File: src/verilog/smr_pkg.sv
package smr_pkg;

   // command pin codes, order {cs_n, ras_n, cas_n, we_n}
   localparam logic [3:0]  CMD_MODE_SET    = 4'h0;
   localparam logic [3:0]  CMD_REFRESH     = 4'h1;
   localparam logic [3:0]  CMD_WRITE       = 4'h4;
   localparam logic [3:0]  CMD_DESELECT    = 4'hf;

   // bank address of the mode registers
   localparam logic [2:0]  BA_LEVELING_MR  = 3'h1;
   localparam logic [2:0]  BA_REFRESH_MR   = 3'h2;

   localparam int          ADDR_W          = 14;

   // refresh_latency_mode_reg field positions on the address pins
   localparam int          RANGE_LSB       = 0;
   localparam int          WLAT_LSB        = 3;
   localparam int          AUTO_TEMP_BIT   = 6;
   localparam int          HOT_RANGE_BIT   = 7;
   localparam int          RTT_WR_LSB      = 9;
   // driver_leveling_mode_reg field positions
   localparam int          LEVEL_BIT       = 7;
   localparam int          NOM_TERM_B0     = 2;
   localparam int          NOM_TERM_B1     = 6;
   localparam int          NOM_TERM_B2     = 9;

   // reset values
   localparam logic [2:0]  RANGE_RST       = 3'h0;
   localparam logic [2:0]  WLAT_RST        = 3'h0;
   localparam logic [1:0]  RTT_WR_RST      = 2'h0;
   localparam logic [2:0]  NOM_TERM_RST    = 3'h0;

   localparam logic [3:0]  WLAT_BASE_CYCLES = 4'h5;
   localparam logic [2:0]  WLAT_MAX_CODE   = 3'h3;
   localparam logic [1:0]  RTT_WR_OFF      = 2'h0;
   localparam logic [1:0]  RTT_WR_MAX      = 2'h2;
   localparam logic [2:0]  BURST_CLKS      = 3'h4;

   // clock and write latency choice
   localparam int          CLK_PERIOD_PS   = 10000;
   localparam int          WLAT5_MIN_PS    = 2500;
   localparam int          WLAT6_MIN_PS    = 1875;
   localparam int          WLAT7_MIN_PS    = 1500;

   // refresh interval, longest time so rounded down
   localparam int          REFRESH_INTERVAL_NS = 7800;
   localparam int          CLK_PERIOD_NS       = 10;
   localparam logic [9:0]  REFRESH_CYCLES      = 10'(REFRESH_INTERVAL_NS / CLK_PERIOD_NS);
   localparam logic [9:0]  REFRESH_MARGIN      = 10'h008;

   // controller apb map
   localparam logic [11:0] OFS_CTRL        = 12'h000;
   localparam logic [11:0] OFS_CMD         = 12'h004;
   localparam logic [11:0] OFS_STATUS      = 12'h008;
   localparam int          CTRL_W          = 12;
   localparam logic [11:0] CTRL_RST        = 12'h000;
   localparam int          CTRL_RANGE_LSB  = 0;
   localparam int          CTRL_AUTO_TEMP_BIT = 3;
   localparam int          CTRL_HOT_BIT    = 4;
   localparam int          CTRL_RTT_WR_LSB = 5;
   localparam int          CTRL_LEVEL_BIT  = 7;
   localparam int          CTRL_NOM_LSB    = 8;
   localparam int          CTRL_AUTO_REF   = 11;
   localparam int          CMD_ENTER_BIT   = 2;
   localparam logic [1:0]  OP_LOAD_REFRESH = 2'h0;
   localparam logic [1:0]  OP_LOAD_LEVEL   = 2'h1;
   localparam logic [1:0]  OP_WRITE        = 2'h2;
   localparam logic [1:0]  OP_SELF_REFRESH = 2'h3;

   function automatic logic [3:0] wlat_cycles(input logic [2:0] code);
      wlat_cycles = WLAT_BASE_CYCLES + {1'b0, code};
   endfunction

   function automatic logic [2:0] wlat_for_period(input int period_ps);
      if (period_ps >= WLAT5_MIN_PS) begin
         wlat_for_period = 3'h0;
      end else if (period_ps >= WLAT6_MIN_PS) begin
         wlat_for_period = 3'h1;
      end else if (period_ps >= WLAT7_MIN_PS) begin
         wlat_for_period = 3'h2;
      end else begin
         wlat_for_period = 3'h3;
      end
   endfunction

   function automatic logic [7:0] range_retain(input logic [2:0] code);
      case (code)
         3'h0:    range_retain = 8'hff;
         3'h1:    range_retain = 8'h0f;
         3'h2:    range_retain = 8'h03;
         3'h3:    range_retain = 8'h01;
         3'h4:    range_retain = 8'hfc;
         3'h5:    range_retain = 8'hf0;
         3'h6:    range_retain = 8'hc0;
         default: range_retain = 8'h80;
      endcase
   endfunction

endpackage

File: src/verilog/smr_cmd_if.sv
interface smr_cmd_if;
   logic                       cs_n;
   logic                       ras_n;
   logic                       cas_n;
   logic                       we_n;
   logic                       cke;
   logic [2:0]                 ba;
   logic [smr_pkg::ADDR_W-1:0] addr;

   modport ctrl (
      output cs_n,
      output ras_n,
      output cas_n,
      output we_n,
      output cke,
      output ba,
      output addr
   );

   modport mem (
      input cs_n,
      input ras_n,
      input cas_n,
      input we_n,
      input cke,
      input ba,
      input addr
   );
endinterface

File: src/verilog/smr_mode_reg_dev.sv
// Contract
// - mode set with bank 010 loads register
// - controller zeroes A13, A12, A11
// - A[2:0] picks banks kept in self refresh
// - banks outside range lost in self refresh
// - controller refreshes within interval outside self refresh
// - first write beat after programmed latency
// - latency codes 0..3 give 5..8 cycles
// - controller picks latency from clock period
// - A6 selects automatic self refresh rate
// - controller sets A7 above 105 degrees
// - A[10:9] picks write termination off/60/120
// - write termination works without nominal termination
// - no dynamic termination during write leveling
// - leveling follows bit 7 of driver register
module smr_mode_reg_dev (
   input  wire logic       sys_clk_in,
   input  wire logic       rst_in,
   smr_cmd_if.mem          cmd_bus,
   input  wire logic       die_hot_in,
   output logic [7:0]      bank_retain_out,
   output logic [7:0]      bank_lost_out,
   output logic [3:0]      write_latency_out,
   output logic            auto_temp_self_refresh_out,
   output logic            extended_temp_refresh_select_out,
   output logic            ext_refresh_rate_out,
   output logic            self_refresh_out,
   output logic            first_beat_out,
   output logic [1:0]      write_term_sel_out,
   output logic [2:0]      nominal_termination_out,
   output logic            write_leveling_out,
   output logic            reserved_code_out
);

   typedef struct packed {
      logic [2:0] partial_refresh_bank_range;
      logic [2:0] write_data_latency;
      logic       auto_temp_self_refresh;
      logic       extended_temp_refresh_select;
      logic [1:0] write_term;
      logic       leveling;
      logic [2:0] nominal_termination;
      logic       self_ref;
      logic [3:0] lat_cnt;
      logic [2:0] burst_cnt;
      logic       first_beat;
      logic [1:0] term_sel;
      logic [7:0] retain;
      logic [7:0] lost;
      logic [3:0] latency;
      logic       ext_rate;
      logic       reserved;
   } smr_dev_state_t;

   smr_dev_state_t state_reg;
   smr_dev_state_t state_next;

   logic [3:0]     cmd;
   logic           load_refresh_mr;
   logic           load_level_mr;
   logic           term_window;

   logic [2:0]     range_field;
   logic [2:0]     latency_field;
   logic           auto_field;
   logic           hot_field;
   logic [1:0]     term_field;
   logic [2:0]     nom_field;
   logic           reserved_load;
   logic           write_cmd;
   logic           self_ref_entry;

   assign cmd = {cmd_bus.cs_n, cmd_bus.ras_n, cmd_bus.cas_n, cmd_bus.we_n};

   // decode mode set to bank 010 or bank 001
   assign load_refresh_mr = (cmd == smr_pkg::CMD_MODE_SET) && (cmd_bus.ba == smr_pkg::BA_REFRESH_MR);
   assign load_level_mr   = (cmd == smr_pkg::CMD_MODE_SET) && (cmd_bus.ba == smr_pkg::BA_LEVELING_MR);

   // fields as they stand on the address pins
   assign range_field   = cmd_bus.addr[smr_pkg::RANGE_LSB +: 3];
   assign latency_field = cmd_bus.addr[smr_pkg::WLAT_LSB +: 3];
   assign auto_field    = cmd_bus.addr[smr_pkg::AUTO_TEMP_BIT];
   assign hot_field     = cmd_bus.addr[smr_pkg::HOT_RANGE_BIT];
   assign term_field    = cmd_bus.addr[smr_pkg::RTT_WR_LSB +: 2];
   assign nom_field     = {cmd_bus.addr[smr_pkg::NOM_TERM_B2],
                           cmd_bus.addr[smr_pkg::NOM_TERM_B1],
                           cmd_bus.addr[smr_pkg::NOM_TERM_B0]};

   // latency codes above 011 and termination codes above 10 flagged reserved
   // reserved codes are still stored; the flag is the only warning
   assign reserved_load = (latency_field > smr_pkg::WLAT_MAX_CODE) ||
                          (term_field > smr_pkg::RTT_WR_MAX);

   assign write_cmd      = (cmd == smr_pkg::CMD_WRITE);
   // self refresh entry is a refresh with cke already low
   assign self_ref_entry = (cmd == smr_pkg::CMD_REFRESH) && !cmd_bus.cke;

   // burst occupies the beat cycle plus the following three
   assign term_window = (state_reg.lat_cnt == 4'h1) || (state_reg.burst_cnt > 3'h1);

   always_comb begin
      state_next = state_reg;
      state_next.first_beat = 1'b0;

      // latch every field on load
      // a13..a11 are ignored here; the controller keeps them zero
      if (load_refresh_mr) begin
         state_next.partial_refresh_bank_range = range_field;
         state_next.write_data_latency = latency_field;
         state_next.auto_temp_self_refresh = auto_field;
         state_next.extended_temp_refresh_select = hot_field;
         state_next.write_term = term_field;
         state_next.reserved = reserved_load;
      end

      // leveling mode tracks driver register bit 7
      if (load_level_mr) begin
         state_next.leveling = cmd_bus.addr[smr_pkg::LEVEL_BIT];
         state_next.nominal_termination = nom_field;
      end

      // self refresh: refresh with cke low enters, cke high leaves
      if (self_ref_entry) begin
         state_next.self_ref = 1'b1;
      end else if (cmd_bus.cke) begin
         state_next.self_ref = 1'b0;
      end

      state_next.latency = smr_pkg::wlat_cycles(state_next.write_data_latency);

      // count latency from write command
      // one less, since the beat flag leaves through a flop
      // a later write restarts the count; no overlapping bursts tracked
      if (write_cmd) begin
         state_next.lat_cnt = state_reg.latency - 4'h1;
      end else if (state_reg.lat_cnt != 4'h0) begin
         state_next.lat_cnt = state_reg.lat_cnt - 4'h1;
      end

      if (state_reg.lat_cnt == 4'h1) begin
         state_next.first_beat = 1'b1;
         state_next.burst_cnt = smr_pkg::BURST_CLKS;
      end else if (state_reg.burst_cnt != 3'h0) begin
         state_next.burst_cnt = state_reg.burst_cnt - 3'h1;
      end

      // suppressed while leveling
      // next leveling value, so no stray code on the mode edge
      if (term_window && !state_next.leveling && (state_reg.write_term <= smr_pkg::RTT_WR_MAX)) begin
         state_next.term_sel = state_reg.write_term;
      end else begin
         state_next.term_sel = smr_pkg::RTT_WR_OFF;
      end

      state_next.retain = smr_pkg::range_retain(state_next.partial_refresh_bank_range);

      // outside banks only lost once in self refresh
      state_next.lost = state_next.self_ref ? ~state_next.retain : 8'h00;

      // sensor decides when automatic, else manual range
      state_next.ext_rate = state_next.auto_temp_self_refresh ? die_hot_in
                                                              : state_next.extended_temp_refresh_select;
   end

   always_ff @(posedge sys_clk_in) begin
      // all banks kept, shortest latency, no termination
      if (rst_in) begin
         state_reg <= '{partial_refresh_bank_range:   smr_pkg::RANGE_RST,
                        write_data_latency:           smr_pkg::WLAT_RST,
                        auto_temp_self_refresh:       1'b0,
                        extended_temp_refresh_select: 1'b0,
                        write_term:                   smr_pkg::RTT_WR_RST,
                        leveling:                     1'b0,
                        nominal_termination:          smr_pkg::NOM_TERM_RST,
                        self_ref:                     1'b0,
                        lat_cnt:                      4'h0,
                        burst_cnt:                    3'h0,
                        first_beat:                   1'b0,
                        term_sel:                     smr_pkg::RTT_WR_OFF,
                        retain:                       8'hff,
                        lost:                         8'h00,
                        latency:                      smr_pkg::WLAT_BASE_CYCLES,
                        ext_rate:                     1'b0,
                        reserved:                     1'b0};
      end else begin
         state_reg <= state_next;
      end
   end

   // every output straight from the state flop
   assign bank_retain_out                  = state_reg.retain;
   assign bank_lost_out                    = state_reg.lost;
   assign write_latency_out                = state_reg.latency;
   assign auto_temp_self_refresh_out       = state_reg.auto_temp_self_refresh;
   assign extended_temp_refresh_select_out = state_reg.extended_temp_refresh_select;
   assign ext_refresh_rate_out             = state_reg.ext_rate;
   assign self_refresh_out                 = state_reg.self_ref;
   assign first_beat_out                   = state_reg.first_beat;
   assign write_term_sel_out               = state_reg.term_sel;
   assign nominal_termination_out          = state_reg.nominal_termination;
   assign write_leveling_out               = state_reg.leveling;
   assign reserved_code_out                = state_reg.reserved;

endmodule

File: src/flat_wrapper.sv
// flat-port wrapper written by rule: the top's interface ports become plain ports
module smr_mode_reg_dev_flat 
  (sys_clk_in, rst_in, die_hot_in, bank_retain_out, bank_lost_out, write_latency_out, auto_temp_self_refresh_out, extended_temp_refresh_select_out, ext_refresh_rate_out, self_refresh_out, first_beat_out, write_term_sel_out, nominal_termination_out, write_leveling_out, reserved_code_out, cmd_bus_cs_n, cmd_bus_ras_n, cmd_bus_cas_n, cmd_bus_we_n, cmd_bus_cke, cmd_bus_ba, cmd_bus_addr);
  smr_cmd_if cmd_bus_i ();
  input  wire logic sys_clk_in;
  input  wire logic rst_in;
  input  wire logic die_hot_in;
  output logic [7:0] bank_retain_out;
  output logic [7:0] bank_lost_out;
  output logic [3:0] write_latency_out;
  output logic auto_temp_self_refresh_out;
  output logic extended_temp_refresh_select_out;
  output logic ext_refresh_rate_out;
  output logic self_refresh_out;
  output logic first_beat_out;
  output logic [1:0] write_term_sel_out;
  output logic [2:0] nominal_termination_out;
  output logic write_leveling_out;
  output logic reserved_code_out;
  input wire logic [$bits(cmd_bus_i.cs_n)-1:0] cmd_bus_cs_n;
  input wire logic [$bits(cmd_bus_i.ras_n)-1:0] cmd_bus_ras_n;
  input wire logic [$bits(cmd_bus_i.cas_n)-1:0] cmd_bus_cas_n;
  input wire logic [$bits(cmd_bus_i.we_n)-1:0] cmd_bus_we_n;
  input wire logic [$bits(cmd_bus_i.cke)-1:0] cmd_bus_cke;
  input wire logic [$bits(cmd_bus_i.ba)-1:0] cmd_bus_ba;
  input wire logic [$bits(cmd_bus_i.addr)-1:0] cmd_bus_addr;
  assign cmd_bus_i.cs_n = cmd_bus_cs_n;
  assign cmd_bus_i.ras_n = cmd_bus_ras_n;
  assign cmd_bus_i.cas_n = cmd_bus_cas_n;
  assign cmd_bus_i.we_n = cmd_bus_we_n;
  assign cmd_bus_i.cke = cmd_bus_cke;
  assign cmd_bus_i.ba = cmd_bus_ba;
  assign cmd_bus_i.addr = cmd_bus_addr;
  smr_mode_reg_dev u_core (.sys_clk_in(sys_clk_in), .rst_in(rst_in), .cmd_bus(cmd_bus_i), .die_hot_in(die_hot_in), .bank_retain_out(bank_retain_out), .bank_lost_out(bank_lost_out), .write_latency_out(write_latency_out), .auto_temp_self_refresh_out(auto_temp_self_refresh_out), .extended_temp_refresh_select_out(extended_temp_refresh_select_out), .ext_refresh_rate_out(ext_refresh_rate_out), .self_refresh_out(self_refresh_out), .first_beat_out(first_beat_out), .write_term_sel_out(write_term_sel_out), .nominal_termination_out(nominal_termination_out), .write_leveling_out(write_leveling_out), .reserved_code_out(reserved_code_out));
endmodule
File: config.mk
export PLATFORM = sky130hd
export DESIGN_NAME = smr_mode_reg_dev_flat
export DESIGN_NICKNAME = d
export VERILOG_FILES = /design/src/verilog/smr_pkg.sv /design/src/verilog/smr_cmd_if.sv /design/src/verilog/smr_mode_reg_dev.sv /design/src/flat_wrapper.sv
export SDC_FILE = /design/constraint.sdc
export NUM_CORES = 1
export LEC_CHECK = 0
export BUFFER_PORTS_ARGS = -buffer_cell sky130_fd_sc_hd__buf_4
export CORE_MARGIN = 2
export CORE_UTILIZATION = 30
export CTS_BUF_LIST = sky130_fd_sc_hd__clkbuf_8
export CTS_CLUSTER_DIAMETER = 120
export DETAILED_ROUTE_END_ITERATION = 10
export HOLD_SLACK_MARGIN = 0.15
export PLACE_DENSITY = 0.61
export SETUP_SLACK_MARGIN = 0.5
export SLEW_MARGIN = 5
export SYNTH_ARGS = -nofsm -noshare
export SYNTH_HDL_FRONTEND = slang
export SYNTH_SLANG_ARGS = --single-unit
export TNS_END_PERCENT = 10
File: constraint.sdc
create_clock -name sys_clk_in -period 5.4 [get_ports sys_clk_in]
set_clock_uncertainty 0.05 [all_clocks]
set_input_delay 1.35 -clock sys_clk_in [delete_from_list [all_inputs] [get_ports sys_clk_in]]
set_output_delay 1.35 -clock sys_clk_in [all_outputs]
set_load 0.05 [all_outputs]
# [Word level (Yosys, flattened, before mapping)]
# Cells that the tools add are included.
# Widths: inputs -> output; s select.
[word_totals] in_bits=25 register_bits=47 elab_cells=69 out_inout_bits=32
[op_classes] n_mux=11 n_bitwise=3 add_sub_neg=4 n_reduce_logical=18 eq_ne=11 magnitude_cmp=4
[ops] operator="$pmux 8 s7" n=1
[ops] operator="$mux 4" n=3
[ops] operator="$mux 10" n=1
[ops] operator="$eq 3x2->1 const B" n=3
[ops] operator="$eq 3x3->1 const B" n=3
[ops] operator="$eq 4x1->1 const B" n=2
[ops] operator="$not 8->8" n=1
[ops] operator="$sub 4x1->4 const B" n=2
[ops] operator="$eq 3x1->1 const B" n=2
[ops] operator="$mux 3" n=2
[ops] operator="$reduce_or 2->1" n=3
[ops] operator="$logic_and 1x1->1" n=5
[ops] operator="$add 3x3->4 const A" n=1
[ops] operator="$eq 4x3->1 const B" n=1
[ops] operator="$logic_not 4->1" n=1
[ops] operator="$mux 1" n=4
[ops] operator="$reduce_bool 2->1" n=2
[ops] operator="$reduce_bool 4->1" n=1
[ops] operator="$gt 3x1->1 const B" n=1
[ops] operator="$gt 3x2->1 const B" n=1
[ops] operator="$logic_not 3->1" n=1
[ops] operator="$reduce_bool 3->1" n=1
[ops] operator="$sub 3x1->3 const B" n=1
[ops] operator="$gt 2x2->1 const B" n=1
[ops] operator="other kinds (4)" n=7

# [Logic depth before layout (Yosys ltp)]
[depth] ltp_word=8 ltp_mapped=8

# [Least setup slack after synthesis]
# No wires, ideal clock.
[synth_path] kind="input -> register" startpoint="in cmd_bus_we_n" endpoint="reg u_core.state_reg, in the netlist u_core.bank_retain_out[7]" setup_time_ns=0.120 path_slack_ns=2.603 required_time_ns=5.230 arrival_time_ns=2.627 stages=4 cell_sequence="or4b_4 > nor2_8 > mux2_1 > or2_1"
[synth_via] elab_chain_len=5 word_cells_on_any_way=11 classes_between="eq/ne: 6; mux: 2; reduce/logical: 3"
[synth_rtl] item="start: declaration" line_no="flat_wrapper.sv:23" source="input wire logic [$bits(cmd_bus_i.we_n)-1:0] cmd_bus_we_n;"
[synth_rtl] item="$logic_not 4->1 (*)" line_no="smr_mode_reg_dev.sv:76" source="assign load_refresh_mr = (cmd == smr_pkg::CMD_MODE_SET) && (cmd_bus.ba == smr_pkg::BA_REFRESH_MR);"
[synth_rtl] item="$logic_and 1x1->1 (*)" line_no="smr_mode_reg_dev.sv:76"
[synth_rtl] item="$mux 10 (*)" line_no="smr_mode_reg_dev.sv:107" source="if (load_refresh_mr) begin"
[synth_rtl] item="$eq 3x3->1, or another cell as far along" line_no="smr_pkg.sv:87" source="case (code)"
[synth_rtl] item="$pmux 8 s7 (*)" line_no="smr_pkg.sv:87"
[synth_rtl] item="end signal: assignment" line_no="smr_mode_reg_dev.sv:168" source="state_reg <= '{partial_refresh_bank_range: smr_pkg::RANGE_RST,"
[synth_rtl] item="end signal: assignment" line_no="smr_mode_reg_dev.sv:186" source="state_reg <= state_next;"
[synth_rtl] item="end: declaration" line_no="smr_mode_reg_dev.sv:55" source="smr_dev_state_t state_reg;"
# Mark *: on every way between the ends. The rest lies on a longest branch, timed or not.
# A chain may end at the register's enable or synchronous reset.

==> summary.txt <==
Timing
  • Post-route setup slack: 2.33 ns
  • Unrepaired setup endpoints after global routing: no
  • Final min period: 3.07 ns
  • Final Hold Fails: 0
  • Slew HR: 0.509
  • Peak Freq: 0.326 GHz
  • Fin crit share: 0.568
  • Setup violators final: 0
  • TNS Setup: 0 ns
  • Worst-margin pin slew: 0.734 ns
  • Fin. max-slew vios: 0

Cells and area
  • Multi-input logic area: 928 µm²
  • Post-route cell area: 2410 µm²
  • Antenna diodes: 0
  • Share of cells above drive strength 1: 0.282
  • Layout area overhead: 18.0%
  • Fillcell total: 707
  • Nets: 287
  • Register area: 861 µm²
  • Core Util, Final: 0.360
  • Max reg flops: 15

Outcome
  • Status: finished, final reports clean

Worst setup path
  • CP max stage delay: 0.46 ns
  • Bufs and invs on worst path: 3
  • CP delay by family, top: simple AND/OR/NAND/NOR gates
  • Critical Path RT: 5.52 ns
  • Startpoint Class: primary input
  • Worst Setup Path Type: primary input to flip-flop
  • CP Max Fanout: 15
  • CP cell instances: buf_4 -> nor3_2 -> nand2_1 -> mux2i_1 -> inv_1 -> ha_1 -> inv_1 -> a21o_1 -> nand3_1
  • Crit path DAT: 3.19 ns
  • Most used cell, CP: inv_1
  • Critical path's slowest cell: nand2_1
  • Element type at the critical path end: flip-flop

Floorplan
  • # rows: 30
  • Die area: 7480 µm²
  • Initial Utilization: 0.305
  • Die Wd: 86.5 µm
  • IO Pins: 57
  • Die Y: 86.5 µm
  • Core area: 6680 µm²

Logic synthesis
  • Top-count cell post-synth: dfxtp_1
  • Syn Inst Count: 225
  • Most frequent cells after synthesis: dfxtp_1, buf_4, nand2_1
  • Unique masters post-synth: 37
  • Ys Warns: 0
  • Mapped cell area: 2040 µm²
  • Area contributors post-synth: dfxtp_1, buf_4, a21oi_1, ha_1, nand2_1
  • Ys async rst share: 0
  • Net count after synthesis: 258
  • Share of the yosys chip area belonging to registers: 0.422
  • Post-synth EDFFs: 0
  • Post-synth top area cell: dfxtp_1
  • Ys flop type: dfxtp_1
  • Synth Register Bits: 43
  • Post-synth top area share: 0.422
  • Mean area per synthesized cell: 9.07 µm²

Detailed routing
  • DR vias: 1512
  • DRT iter0 DRCs: 74
  • DRT antenna net count: 0
  • Drt drc: 0
  • DR WL/cell: 12.2 µm
  • Vias per cell: 4.51
  • Total wire length: 4100 µm
  • DRT Pass-1 Iters: 4

Global route
  • Global-route congestion overflow total: 0
  • All-layer global routing usage: 0.114
  • Vias in the first global route: 1436
  • First-pass GRT wire length: 6640 µm
  • Initial antenna violation count: 0
  • Largest net degree at the start of global routing: 34

Power
  • Total Power: 0.000747 W
  • Peak VDD IR: 133 µV
  • PwrDens: 310 nW/µm²
  • LEAKAGE: 1.00 nW

Place
  • Detailed placement HPWL: 3120 µm
  • Setup Slack @ Placement: 1.99 ns
  • Placed cell area: 2320 µm²
  • GP Congestion: 0.733
  • I/O Buffers: 52

Clocking
  • CTS Buf Count: 5
  • Clk slew on worst S/H paths: 0.08 ns
  • Setup bufs post-CTS: 0
  • Clock sinks: 43
  • CTS tree: built
  • Clk root buf: clkbuf_8
  • H-tree levels: 2
  • Clock latency on the worst-skew pair: 0.29 ns
  • CTS resizes: 0
  • Clock tree buffer depth: 2
  • Hold Buf Count CTS: 0

Hold path
  • Worst hold path type: flip-flop to flip-flop

Job
  • # Max-Cap Violations: 0
-- per-layer routing --
layer  track usage  up-vias  share of wire
met3        0.0314        6          0.044
met1         0.143      679           0.47
met5             0        -              0
met2         0.182       30           0.46
met4        0.0511        0          0.020
li1              -      797              -
-- layout by cell type (no fill, tap or decap), types with 2 or more instances in the layout --
cell type  count
mux2_1         2
clkbuf_8       5
clkinv_2       3
nand2b_1       5
a211oi_1       7
ha_1           8
dfxtp_1       43
nor2_1        15
or2_1          2
inv_1         12
mux2i_1        6
a21oi_1       21
xnor2_1        3
buf_4         52
nor3_1         9
o21bai_1       2
nor2b_1        3
nand3_1        7
xor2_1         2
nand2_1       22
or3_1          3
nor4b_2        3
o21ai_0        2
and2_1         3
o21ai_1        2
-- where the power goes --
| group | switching (W) | internal [W] | total (W) |
|---|---|---|---|
| sequential | 0.0000180 | 0.000341 | 0.000359 |
| clock | 0.000107 | 0.0000885 | 0.000195 |
| combinational | 0.000104 | 0.0000888 | 0.000193 |
-- per-stage QoR --
step / std cells / hold slack (ns)
floorplan: 225 / 0.372
global placement: 327 / 0.395
detailed placement: 327 / 0.398
CTS: 335 / 0.412
global route: 335 / 0.431
finish: 335 / 0.410
-- area by class of cell --
cell class / instances / area share
Multi-Input combinational cell: 140 / 0.385
Tap cell: 80 / 0.0416
Clock inverter: 3 / 0.00623
Sequential cell: 43 / 0.357
Timing Repair Buffer: 52 / 0.162
Inverter: 12 / 0.0187
Clock buffer: 5 / 0.0286
-- worst min-delay path: cells and delay by family (launching register included) --
kind | cells | cell delay [ns]
and+or+nand+nor | 1 | 0.05
DFF | 1 | 0.32
AOI/OAI and AO/OA | 1 | 0.05
-- worst paths after layout --
check / start / endpoint / slack [ns] / cells past startpoint
min reg2reg: u_core.nominal_termination_out[1] / u_core.nominal_termination_out[1] / 0.41 / 2
max: cmd_bus_cs_n / u_core.write_latency_out[2] / 2.33 / 9
min: u_core.nominal_termination_out[1] / u_core.nominal_termination_out[1] / 0.41 / 2
max reg2reg: u_core.state_reg[28] / u_core.state_reg[29] / 3.69 / 5
-- cells by family (layout without fill, tap and decap cells) --
group | count (synthesis) | in the layout | synth area share
AO/OA/AOI/OAI | 38 | 38 | 0.114
XOR/XNOR | 5 | 5 | 0.0215
adder cells (fa/ha/maj) | 8 | 8 | 0.0491
buffers and inverters | 42 | 72 | 0.123
flip-flops | 43 | 43 | 0.422
multiplexers | 10 | 10 | 0.0533
AND/OR/NAND/NOR | 79 | 79 | 0.217
No activity file was read; power rests on OpenSTA's default activity.
